## src/include/memory_page_mapper_consts.vh

```
// constants for the memory page mapper: data-space decode, register
// locations, field positions and widths
`ifndef MEMORY_PAGE_MAPPER_CONSTS_VH
`define MEMORY_PAGE_MAPPER_CONSTS_VH
`define DADDR_W 8
`define PADDR_W 13
`define PC_W 12
`define BANK_LO 8'h00
`define BANK_HI 8'h3f
`define WIN_LO 8'h40
`define WIN_HI 8'h7f
`define IDX_LO 8'h80
`define IDX_HI 8'h83
`define RAM_LO 8'h84
`define RAM_HI 8'hbf
`define PERI_LO 8'hc0
`define PERI_HI 8'hdf
`define LCD_LO 8'he0
`define LCD_HI 8'hf7
`define RAM2_LO 8'hf8
`define RAM2_HI 8'hfe
`define ACC_ADDR 8'hff
`define INT_OPT_ADDR 8'hc8
`define WIN_POS_ADDR 8'hc9
`define PAGE_SEL_ADDR 8'hca
`define BANK_SEL_ADDR 8'hcb
`define PAGE_BITS 2
`define WIN_BITS 6
`define WIN_OFS_BITS 6
`define BANK_NONE 8'h00
`define BANK_EE0 8'h01
`define BANK_EE1 8'h02
`define BANK_RAM1 8'h08
`define BANK_RAM2 8'h10
`define STATIC_PAGE 2'h1
`define PC_PAGE_BIT 11
`define STACK_DEPTH 6
`define SEL_NONE 4'h0
`define SEL_BANK 4'h1
`define SEL_WIN 4'h2
`define SEL_IDX 4'h3
`define SEL_RAM 4'h4
`define SEL_PERI 4'h5
`define SEL_LCD 4'h6
`define SEL_ACC 4'h7
`define SEL_WOREG 4'h8
`endif

```

## src/hw/return_stack.v

```verilog
// six-level hardware stack of program-counter values
// assumes the core never pushes past the top nor pops an empty stack
`timescale 1ns/1ps
`default_nettype none
module return_stack #(
  parameter WIDTH = 12,
  parameter DEPTH = 6
)
(
  input wire i_mclk,
  input wire i_rst,
  input wire i_push,
  input wire i_pop,
  input wire [WIDTH-1:0] i_data,
  output reg [WIDTH-1:0] o_top,
  output reg [3:0] o_level
);
  reg [WIDTH-1:0] level_mem [0:DEPTH-1];
  genvar g;
  generate
    for (g = 0; g < DEPTH; g = g + 1)
    begin : lvl
      wire [WIDTH-1:0] from_above;
      wire [WIDTH-1:0] from_below;
      // end levels pick their sources at elaboration, no stray indices
      if (g == 0)
      begin : head
        assign from_above = i_data;
      end
      else
      begin : inner
        assign from_above = level_mem[g-1];
      end
      if (g == DEPTH-1)
      begin : tail
        assign from_below = {WIDTH{1'b0}};
      end
      else
      begin : body
        assign from_below = level_mem[g+1];
      end
      always @(posedge i_mclk or posedge i_rst)
      begin
        if (i_rst)
          level_mem[g] <= {WIDTH{1'b0}};
        else if (i_push)
          level_mem[g] <= from_above;
        else if (i_pop)
          level_mem[g] <= from_below;
      end
    end
  endgenerate
  always @(posedge i_mclk or posedge i_rst)
  begin
    if (i_rst)
    begin
      o_top <= {WIDTH{1'b0}};
      o_level <= 4'h0;
    end
    else if (i_push)
    begin
      o_top <= i_data;
      if (o_level != DEPTH[3:0])
        o_level <= o_level + 4'h1;
    end
    else if (i_pop)
    begin
      o_top <= level_mem[1];
      if (o_level != 4'h0)
        o_level <= o_level - 4'h1;
    end
  end
endmodule
`default_nettype wire

```

## src/hw/data_space_decoder.v

```verilog
// combinational decode of the 256-location data space into regions
// assumes an 8-bit data address from the core
`timescale 1ns/1ps
`default_nettype none
`include "memory_page_mapper_consts.vh"
module data_space_decoder
(
  input wire [7:0] i_addr,
  output reg [3:0] o_sel
);
  function in_range;
    input [7:0] a;
    input [7:0] lo;
    input [7:0] hi;
    begin
      in_range = (a >= lo) && (a <= hi);
    end
  endfunction
  always @*
  begin
    o_sel = `SEL_NONE;
    if (in_range(i_addr, `BANK_LO, `BANK_HI))
      o_sel = `SEL_BANK;
    else if (in_range(i_addr, `WIN_LO, `WIN_HI))
      o_sel = `SEL_WIN;
    else if (in_range(i_addr, `IDX_LO, `IDX_HI))
      o_sel = `SEL_IDX;
    else if (in_range(i_addr, `RAM_LO, `RAM_HI))
      o_sel = `SEL_RAM;
    else if (in_range(i_addr, `INT_OPT_ADDR, `BANK_SEL_ADDR))
      o_sel = `SEL_WOREG;
    else if (in_range(i_addr, `PERI_LO, `PERI_HI))
      o_sel = `SEL_PERI;
    else if (in_range(i_addr, `LCD_LO, `LCD_HI))
      o_sel = `SEL_LCD;
    else if (in_range(i_addr, `RAM2_LO, `RAM2_HI))
      o_sel = `SEL_RAM;
    else if (i_addr == `ACC_ADDR)
      o_sel = `SEL_ACC;
  end
endmodule
`default_nettype wire

```

## src/hw/memory_page_mapper.v

```verilog
// memory page mapper: program page select, data-space decode, read-only
// data window into program memory and the six-level return stack
// assumes the core presents one data access per cycle with a write strobe
// and a flag marking single-bit instructions; all inputs but the asynchronous reset i_rst are synchronous
//
// Overview of operation
// RULE1: page register at CAh, write-only, no bit ops
// RULE2: page register untouched by calls, returns, interrupts
// RULE3: only two page bits stored
// RULE4: PC bit 11 picks static page, else page
// RULE5: software writes page register before use
// RULE6: readout protection blocks external program reads
// RULE7: low data space decode up to BFh
// RULE8: peripheral, LCD, RAM and accumulator decode
// RULE9: C8h to CBh are write-only registers
// RULE10: four 64-byte banks overlay 00h-3Fh
// RULE11: six twelve-bit return address levels
// RULE12: window reads program memory, any aligned block; code forces address bit 12 to 0, so only blocks in 0000h-0FFFh
// RULE13: window address is position then six bits
// RULE14: window register at C9h holds six bits
// RULE15: software loads window register before use
// RULE16: window register write-only, no bit ops
// RULE17: software shadows registers rewritten in interrupts
// RULE18: 60 bytes general RAM unbanked
// RULE19: static page reachable two ways, same storage
// RULE20: bank register one-hot bank choice
// RULE21: reads of write-only registers change nothing
`timescale 1ns/1ps
`default_nettype none
`include "memory_page_mapper_consts.vh"
module memory_page_mapper #(
  parameter PC_W = 12,
  parameter PADDR_W = 13,
  parameter STACK_DEPTH = 6
)
(
  input wire i_mclk,
  input wire i_rst,
  input wire [PC_W-1:0] i_pc,
  input wire i_fetch,
  input wire i_call,
  input wire i_ret,
  input wire [7:0] i_daddr,
  input wire [7:0] i_dwdata,
  input wire i_dwr,
  input wire i_drd,
  input wire i_bit_op,
  input wire i_readout_protect,
  input wire i_ext_read,
  input wire [PADDR_W-1:0] i_ext_addr,
  output reg [PADDR_W-1:0] o_prog_addr,
  output reg o_prog_rd,
  output reg o_window_read,
  output reg o_ext_grant,
  output reg [3:0] o_region,
  output reg [7:0] o_bank_addr,
  output reg o_ram_bank1_sel,
  output reg o_ram_bank2_sel,
  output reg o_ee_bank0_sel,
  output reg o_ee_bank1_sel,
  output reg [7:0] o_int_option,
  output reg [1:0] o_page_number,
  output reg [5:0] o_window_position,
  output reg [7:0] o_bank_select,
  output reg [PC_W-1:0] o_ret_addr,
  output reg [3:0] o_stack_level
);
  wire [3:0] sel;
  wire [PC_W-1:0] stack_top;
  wire [3:0] stack_level;
  reg [1:0] page_number_bits;
  reg [5:0] window_position_bits;
  reg [7:0] ram_eeprom_bank_select;
  reg [7:0] int_option;
  reg [PADDR_W-1:0] next_prog_addr;
  reg next_prog_rd;
  reg next_window_read;
  reg next_ext_grant;
  wire wr_ok;

  data_space_decoder u_decode
  (
    .i_addr(i_daddr),
    .o_sel(sel)
  );

  // calls and interrupts only move the stack, never the mapping registers
  return_stack #(
    .WIDTH(PC_W),
    .DEPTH(STACK_DEPTH)
  )
  u_stack
  (
    .i_mclk(i_mclk),
    .i_rst(i_rst),
    .i_push(i_call),
    .i_pop(i_ret & ~i_call),
    .i_data(i_pc),
    .o_top(stack_top),
    .o_level(stack_level)
  ); // RULE11

  // single-bit instructions cannot reach the write-only registers
  assign wr_ok = i_dwr & ~i_bit_op; // RULE1 RULE16

  // write-only registers; reads leave them alone and return nothing
  always @(posedge i_mclk or posedge i_rst)
  begin
    if (i_rst)
    begin
      page_number_bits <= 2'h0;
      window_position_bits <= 6'h00;
      ram_eeprom_bank_select <= `BANK_NONE;
      int_option <= 8'h00;
    end
    else if (wr_ok) // RULE2 RULE21 RULE9
    begin
      case (i_daddr)
        `PAGE_SEL_ADDR:
          page_number_bits <= i_dwdata[`PAGE_BITS-1:0]; // RULE1 RULE3
        `WIN_POS_ADDR:
          window_position_bits <= i_dwdata[`WIN_BITS-1:0]; // RULE14
        `BANK_SEL_ADDR:
          ram_eeprom_bank_select <= i_dwdata; // RULE20
        `INT_OPT_ADDR:
          int_option <= i_dwdata;
        default:
          int_option <= int_option;
      endcase
    end
  end

  // program-side address: fetch, window read, or external readout
  always @*
  begin
    next_prog_addr = o_prog_addr;
    next_prog_rd = 1'b0;
    next_window_read = 1'b0;
    next_ext_grant = 1'b0;
    if (i_drd && sel == `SEL_WIN)
    begin
      next_prog_addr = {1'b0, window_position_bits,
        i_daddr[`WIN_OFS_BITS-1:0]}; // RULE12 RULE13
      next_prog_rd = 1'b1;
      next_window_read = 1'b1;
    end
    else if (i_fetch)
    begin
      if (i_pc[`PC_PAGE_BIT])
        next_prog_addr = {`STATIC_PAGE, i_pc[10:0]}; // RULE4 RULE19
      else
        next_prog_addr = {page_number_bits, i_pc[10:0]}; // RULE4
      next_prog_rd = 1'b1;
    end
    else if (i_ext_read && !i_readout_protect)
    begin
      next_prog_addr = i_ext_addr; // RULE6
      next_prog_rd = 1'b1;
      next_ext_grant = 1'b1;
    end
  end

  always @(posedge i_mclk or posedge i_rst)
  begin
    if (i_rst)
    begin
      o_prog_addr <= {PADDR_W{1'b0}};
      o_prog_rd <= 1'b0;
      o_window_read <= 1'b0;
      o_ext_grant <= 1'b0;
      o_region <= `SEL_NONE;
      o_bank_addr <= 8'h00;
      o_ram_bank1_sel <= 1'b0;
      o_ram_bank2_sel <= 1'b0;
      o_ee_bank0_sel <= 1'b0;
      o_ee_bank1_sel <= 1'b0;
      o_int_option <= 8'h00;
      o_page_number <= 2'h0;
      o_window_position <= 6'h00;
      o_bank_select <= 8'h00;
      o_ret_addr <= {PC_W{1'b0}};
      o_stack_level <= 4'h0;
    end
    else
    begin
      o_prog_addr <= next_prog_addr;
      o_prog_rd <= next_prog_rd;
      o_window_read <= next_window_read;
      o_ext_grant <= next_ext_grant;
      o_region <= sel; // RULE7 RULE8 RULE18
      o_bank_addr <= {2'b00, i_daddr[5:0]}; // RULE10
      // a bank strobe only while the access falls in 00h-3Fh
      o_ee_bank0_sel <= (sel == `SEL_BANK) &
        ram_eeprom_bank_select[0]; // RULE10 RULE20
      o_ee_bank1_sel <= (sel == `SEL_BANK) & ram_eeprom_bank_select[1];
      o_ram_bank1_sel <= (sel == `SEL_BANK) & ram_eeprom_bank_select[3];
      o_ram_bank2_sel <= (sel == `SEL_BANK) & ram_eeprom_bank_select[4];
      o_int_option <= int_option;
      o_page_number <= page_number_bits;
      o_window_position <= window_position_bits;
      o_bank_select <= ram_eeprom_bank_select;
      o_ret_addr <= stack_top;
      o_stack_level <= stack_level;
    end
  end
endmodule
`default_nettype wire

```

## config.mk

```make
export PLATFORM = sky130hd
export DESIGN_NAME = memory_page_mapper
export DESIGN_NICKNAME = d
export VERILOG_FILES = /design/src/hw/return_stack.v /design/src/hw/data_space_decoder.v /design/src/hw/memory_page_mapper.v
export VERILOG_INCLUDE_DIRS = /design/src /design/src/include
export SDC_FILE = /design/constraint.sdc
export NUM_CORES = 1
export LEC_CHECK = 0
export ABC_CLOCK_PERIOD_IN_PS = 9800
export BUFFER_PORTS_ARGS = -buffer_cell sky130_fd_sc_hd__buf_4
export CORE_UTILIZATION = 62
export CTS_BUF_LIST = sky130_fd_sc_hd__clkbuf_4 sky130_fd_sc_hd__clkbuf_8
export DETAILED_ROUTE_END_ITERATION = 6
export PLACE_DENSITY = 0.92
export SLEW_MARGIN = 5
export SYNTH_ARGS = -nofsm -noshare
export SYNTH_HDL_FRONTEND = slang
export SYNTH_SLANG_ARGS = --single-unit
```

## constraint.sdc

```tcl
create_clock -name i_mclk -period 9.8 [get_ports i_mclk]
set_input_delay 1.96 -clock i_mclk [delete_from_list [all_inputs] [get_ports i_mclk]]
set_output_delay 1.96 -clock i_mclk [all_outputs]
set_load 0.02 [all_outputs]
```

==> flow_summary.ini, run 1 <==
[clocking]
clk_latency_ps = 450
clock_sinks = 170
cts-buffers-inserted = 17
ctsHoldBuffers = 0
path_clk_slew_ps = 80
cts_tree = done
cts-root-buf = clkbuf_8
h-tree-depth = 4
ctsLongestPathBuffers = 2
cts_resized = 0
cts_setup_buffers = 0

[synthesis]
ys.warnings.count = 0
synth_edf_count = 0
syn-cell-area_um2 = 6760
synth_seq_area_share_pct = 62.9
synth_cells = 563
ys.flop_type = dfrtp_1
avgSynthCellArea_um2 = 12.0
synthDistinctLibCells = 39
ys_ff_latch = 170
synth_async_sr_flop_share_pct = 100

[global_route]
grt_pass1_vias = 4950
grt_max_degree = 137
grt_pass1_wl_um = 24300
grt_overflow = 0
grt.total_usage_pct = 28.5
antenna_found_initial = 0

[critical_path]
cpPeakStageDelay_ps = 780
crit_type = in2reg
worstSetupEndpointType = flip-flop
cpMaxStageDelayCell = buf_4
cp_top_family = buffers and inverters
start_kind = input pin
worstPathArrival_ps = 4530
cp_cell_sequence = buf_4, inv_1, ha_1, a21o_1, a211oi_1, xnor2_1, mux2i_1
crit_buf_inv = 2
worst_ep_required_time_ps = 10110
path_max_fanout = 136

[sta]
setup-tns-final_ps = 0
drv_slew = 0
setup_viol = 0
max_slew_margin_pct = 28.1
hold_violations = 0
whs_ps = 381
worst_pin_slew_ps = 1080
period_minus_slack_ps = 4220
rsz0062_at_grt = false
fin_skew_ps = 11.1
fmax_mhz = 237
fin_crit_sh_pct = 43.1

[cells_and_area]
insertedDiodeCount = 0
syn2layout_area_growth_pct = 19.6
layout-drive-gt1-share_pct = 28.3
final_core_util_pct = 77.3
fin_nets = 724
final_area_um2 = 8090

[placement]
dp_hpwl_um = 9880
port_buffers = 120
gp_congestion = 0.840
dpl_cell_area_um2 = 7700

[power]
p_total_uw = 1570
p_leak_uw = 0.00404
ir_worst_vdd_mv = 0.124
power.density_nw_per_um2 = 194

[routing]
vias = 4645
ant_nets = 0
drt-total-wl_um = 14800
wl_per_cell_um = 18.0
drt_iter0_markers = 323
routed_via_density = 5.67
first_pass_iters = 4
drc = 0

[run_status]
status = completed

[floorplan]
rows = 37
coreArea_um2 = 10500
dieHeight_um = 106
dieArea_um2 = 11300
start_util_pct = 64.6
pin_count = 123
die_w_um = 106

[job]
cap_viol_max_count = 0

[hold_path]
min_path_type = reg2reg
==> through the flow <==
step | std cells | setup slack (ps)
floorplan | 564 | 3240
global placement | 787 | 5240
detailed placement | 787 | 5150
CTS | 819 | 5640
global route | 819 | 5310
finish | 819 | 5580
==> cell families after synthesis <==
family / Yosys count / share of synthesized area, %
XOR/XNOR: 3 / 0.389
adder cells (fa/ha/maj): 3 / 0.666
other: 1 / 0.0555
multiplexers: 101 / 15.6
buffers and inverters: 39 / 2.52
flip-flops: 170 / 62.9
AO/OA/AOI/OAI: 111 / 8.70
AND/OR/NAND/NOR: 135 / 9.16
==> state kept, by name (all words and copies together) (netlist names), 6 cells and up <==
signal	count
int_option	8
o_bank_addr	6
o_bank_select	8
o_int_option	8
o_prog_addr	13
o_ret_addr	12
o_window_position	6
ram_eeprom_bank_select	8
u_stack.lvl.from_below	60
u_stack.o_top	12
window_position_bits	6
==> power by group <==
part	leakage [uW]	switching [uW]	total [uW]	internal, uW
logic	0.00164	144	258	115
registers	0.00222	60.1	839	779
clock network	0.000185	244	474	230
==> layout by cell type, fill, tap and decap left out, types with 3 or more instances in the layout <==
cell type   Yosys  final
dfrtp_1       170    170
buf_4           4    122
nand2_1        98     98
o21ai_0        84     84
mux2i_1        74     74
mux2_2         25     25
clkbuf_8        0     20
a21oi_1        16     16
nor2_1         15     15
clkinvlp_4      0      5
and2_1          4      4
inv_1           4      3
a211oi_1        3      3
nand3_1         3      3
clkbuf_4        0      3
==> worst reg2reg max path, cell delays in order (launching register included) <==
cell	delay, ps
dfrtp_1	470
o41ai_1	520
o21ai_0	270
mux2_2	370
==> cell usage after synthesis, drive strengths merged (2+ instances only) <==
cell type | instances | area share [%]
a211oi | 3 | 0.33
inv | 4 | 0.22
nand2 | 98 | 5.4
nor3 | 3 | 0.63
nor3b | 3 | 0.41
dfrtp | 170 | 63
a21boi | 2 | 0.22
and2 | 5 | 0.48
o31ai | 2 | 0.22
a21oi | 16 | 1.2
mux2i | 74 | 11
buf | 19 | 1.4
clkbuf | 16 | 0.89
nor2 | 16 | 0.93
ha | 2 | 0.37
nor2b | 2 | 0.19
o21ai | 84 | 6.2
mux2 | 27 | 4.6
nand3 | 3 | 0.22
xnor2 | 2 | 0.26
==> routing by layer <==
metal	part of all wire, %	up-vias	GRT usage [%]
met5	0	-	0
met2	51	157	48.1
li1	-	2127	-
met3	5.7	55	8.15
met4	4.3	0	15.0
met1	39	2306	33.0
==> area by class of cell <==
class / count / area (um^2)
sequential: 170 / 4250
fill: 637 / 2380
multi-input combinational: 355 / 2340
timing repair buffer: 122 / 916
clock buffer: 23 / 298
tap: 136 / 170
clock inverter: 9 / 90.1
inverter: 4 / 20.0
==> final timing paths <==
kind / start / to / slack (ps) / cells after the start
hold / removal: int_option[4] / o_int_option[4] / 380 / 0
max in group asynchronous: i_rst / o_ret_addr[11] / 6700 / 3
min in group asynchronous: i_rst / o_region[0] / 1700 / 2
setup / recovery: i_call / u_stack.o_level[3] / 5580 / 7
hold reg to reg: int_option[4] / o_int_option[4] / 380 / 0
setup reg to reg: u_stack.o_level[0] / u_stack.o_level[2] / 8050 / 3
Power figures use the tool's default switching activity.
==> run 2, diff against run 1 <==
--- a/config.mk
+++ b/config.mk
@@ -6,12 +6,13 @@
 export SDC_FILE = /design/constraint.sdc
 export NUM_CORES = 1
 export LEC_CHECK = 0
-export ABC_CLOCK_PERIOD_IN_PS = 9800
+export ABC_AREA = 1
+export ABC_CLOCK_PERIOD_IN_PS = 3500
 export BUFFER_PORTS_ARGS = -buffer_cell sky130_fd_sc_hd__buf_4
-export CORE_UTILIZATION = 62
+export CORE_UTILIZATION = 52
 export CTS_BUF_LIST = sky130_fd_sc_hd__clkbuf_4 sky130_fd_sc_hd__clkbuf_8
 export DETAILED_ROUTE_END_ITERATION = 6
-export PLACE_DENSITY = 0.92
+export PLACE_DENSITY = 0.83
 export SLEW_MARGIN = 5
 export SYNTH_ARGS = -nofsm -noshare
 export SYNTH_HDL_FRONTEND = slang
==> constraint.sdc (replaced) <==
create_clock -name i_mclk -period 3.5 [get_ports i_mclk]
set_input_delay 0.7 -clock i_mclk [delete_from_list [all_inputs] [get_ports i_mclk]]
set_output_delay 0.7 -clock i_mclk [all_outputs]
set_load 0.02 [all_outputs]
==> run 2 against run 1 <==
Die area is 20% higher. Final area is 1.2% higher. Sequential power grew to 2.8 times the previous value. Flip-flop and latch count stayed put. Final cell count is 19% higher.
==> flow_summary.ini, run 2 <==
[sta]
setup_viol = 0
setup-tns-final_ps = 0
hold_violations = 0
worst_slack_ps = 1470
fin_skew_ps = 13.7
rsz0062_at_grt = false
drv_slew = 0
fin_crit_sh_pct = 58.0
period_minus_slack_ps = 2030
fmax_mhz = 493
worst_pin_slew_ps = 834
max_slew_margin_pct = 44.3

[cells_and_area]
final_common_cell = dfrtp_1
layout.area.seq_um2 = 4250
insertedDiodeCount = 0
final_core_util_pct = 64.6
multiInputGateArea_um2 = 2080
fin_nets = 841
layout-drive-gt1-share_pct = 24.0
final_cell_mix = dfrtp_1, nand2_1, buf_4
largest_register_ffs = 60
syn2layout_area_growth_pct = 20.3
fillCellCount = 929

[global_route]
grt_overflow = 0
grt_pass1_vias = 5172
grt.busiest_layer = met2
antenna_found_initial = 0
grt.total_usage_pct = 24.9
grtUsageMet2_pct = 39.6
grt_pass1_wl_um = 25600
grt.met3_usage_pct = 5.76
grt_max_degree = 93
grt_use_met1_pct = 32.7

[synthesis]
synth_cells = 676
synthTopCellsByCount = dfrtp_1, nand2_1, inv_1, o21ai_0, o22ai_1
ys.warnings.count = 0
synth_seq_area_share_pct = 62.5
avgSynthCellArea_um2 = 10.1
synth_edf_count = 0
yosysTopAreaCell = dfrtp_1
synth_async_sr_flop_share_pct = 100
yosysMostFrequentCell = dfrtp_1
synthDistinctLibCells = 35
synth.area.top_cells = dfrtp_1, nand2_1, o21ai_0
syn-cell-area_um2 = 6810
ys.flop_type = dfrtp_1
synth_top_area_share_pct = 62.5
ys_ff_latch = 170

[routing]
drt-total-wl_um = 15800
drt_iter0_markers = 583
wl_per_cell_um = 16.3
ant_nets = 0
drc = 0
first_pass_iters = 6
vias = 5390
routed_via_density = 5.55

[critical_path]
cp_cell_sequence = buf_4, inv_4, nand2_4, buf_4, o21ai_0, o22ai_1
worstSetupEndpointType = flip-flop
path_max_fanout = 61
crit_path_frequent_cell = buf_4
crit_type = in2reg
start_kind = input pin
cpMaxStageDelayCell = buf_4
r2r_slack_ps = 2190
r2r_end = u_stack.o_level[3]
rr_worst_depth = 8
cpPeakStageDelay_ps = 420
r2r_start = u_stack.o_level[2]
worst_ep_required_time_ps = 3880
worstPathArrival_ps = 2410

[clocking]
cts_resized = 0
cts-buffers-inserted = 17
ctsLongestPathBuffers = 2
cts_setup_buffers = 0
clock_sinks = 170
cts-root-buf = clkbuf_8
cts_tree = done
h-tree-depth = 4
ctsHoldBuffers = 0
path_clk_slew_ps = 90
clk_latency_ps = 450

[power]
switching_share_pct = 29.8
power.density_nw_per_um2 = 553
p_int_uw = 3180
p_leak_uw = 0.00409
combPwrFrac_pct = 17.4
p_seq_share_pct = 51.6
ir_worst_vdd_mv = 0.480
clock_power_share_pct = 31.0
p_switching_uw = 1350

[placement]
gp_congestion = 0.905
port_buffers = 120
dp_hpwl_um = 10900
pre_cts_ws_ps = 1050

[floorplan]
die_w_um = 116
pin_count = 123
rows = 41
start_util_pct = 53.7
dieHeight_um = 116
coreArea_um2 = 12700
dieArea_um2 = 13500

[hold_path]
holdCritStartpoint = int_option[1]
holdPathEnd = o_int_option[1]
hold-path-cell-count = 0
min_path_type = reg2reg

[job]
cap_viol_max_count = 0

[run_status]
status = completed
[run 2: logic make-up after synthesis]
group / count (synthesis) / share of synthesized area [%]
simple gates: 233 / 15.4
buf+inv: 104 / 6.99
flops: 170 / 62.5
fa+ha+maj: 3 / 0.662
compound gates: 162 / 14.0
other cells: 1 / 0.0551
xor+xnor: 3 / 0.386
[run 2: area by class of cell]
cell class                 count  share of cell area (%)
clock buffer                  20                    3.29
multi-input combinational    403                    25.4
tap                          172                    2.63
inverter                      68                    3.19
sequential                   170                    52.0
clock inverter                12                    1.71
timing repair buffer         127                    11.8
[run 2: metal layers]
metal / part of all wire (%) / up-vias / wire length (um)
met5: 0 / - / 0
met4: 2.8 / 0 / 447
met3: 7.1 / 43 / 1120
met2: 50 / 261 / 7860
met1: 41 / 2619 / 6420
li1: - / 2467 / -
[run 2: worst max-delay path: cells and delay by family]
family | cells | cell delay (ps)
AOI/OAI and AO/OA | 2 | 290
buffers and inverters | 3 | 1100
and+or+nand+nor | 1 | 290
[run 2: through the flow]
step,cells,total power (uW),hold WS [ps],instance area (um^2)
detailed placement,940,3150,361,7780
global route,972,4740,378,8190
finish,972,4530,377,8190
global placement,940,3100,361,7780
floorplan,677,2840,354,6810
CTS,972,4540,379,8190
[run 2: how the worst max path moves through the flow]
stage                 from                           end  slack (ps)  depth (start not counted)
finish              i_call  u_stack.lvl[1].from_below[0]        1470                          6
floorplan            i_rst                 int_option[0]         630                          1
global route        i_call  u_stack.lvl[1].from_below[0]        1330                          6
detailed placement  i_call  u_stack.lvl[2].from_below[3]        1050                          6
global placement    i_call  u_stack.lvl[2].from_below[2]        1150                          6
CTS                 i_call  u_stack.lvl[2].from_below[3]        1540                          6
[run 2: power by group through the flow]
| stage | clock [uW] | combinational, uW | sequential, uW |
|---|---|---|---|
| after detailed placement | 0 | 779 | 2370 |
| after CTS | 1420 | 789 | 2330 |
| final | 1400 | 789 | 2340 |
| after floorplan | 0 | 415 | 2420 |
| after global routing | 1500 | 879 | 2360 |
| after global placement | 0 | 745 | 2360 |
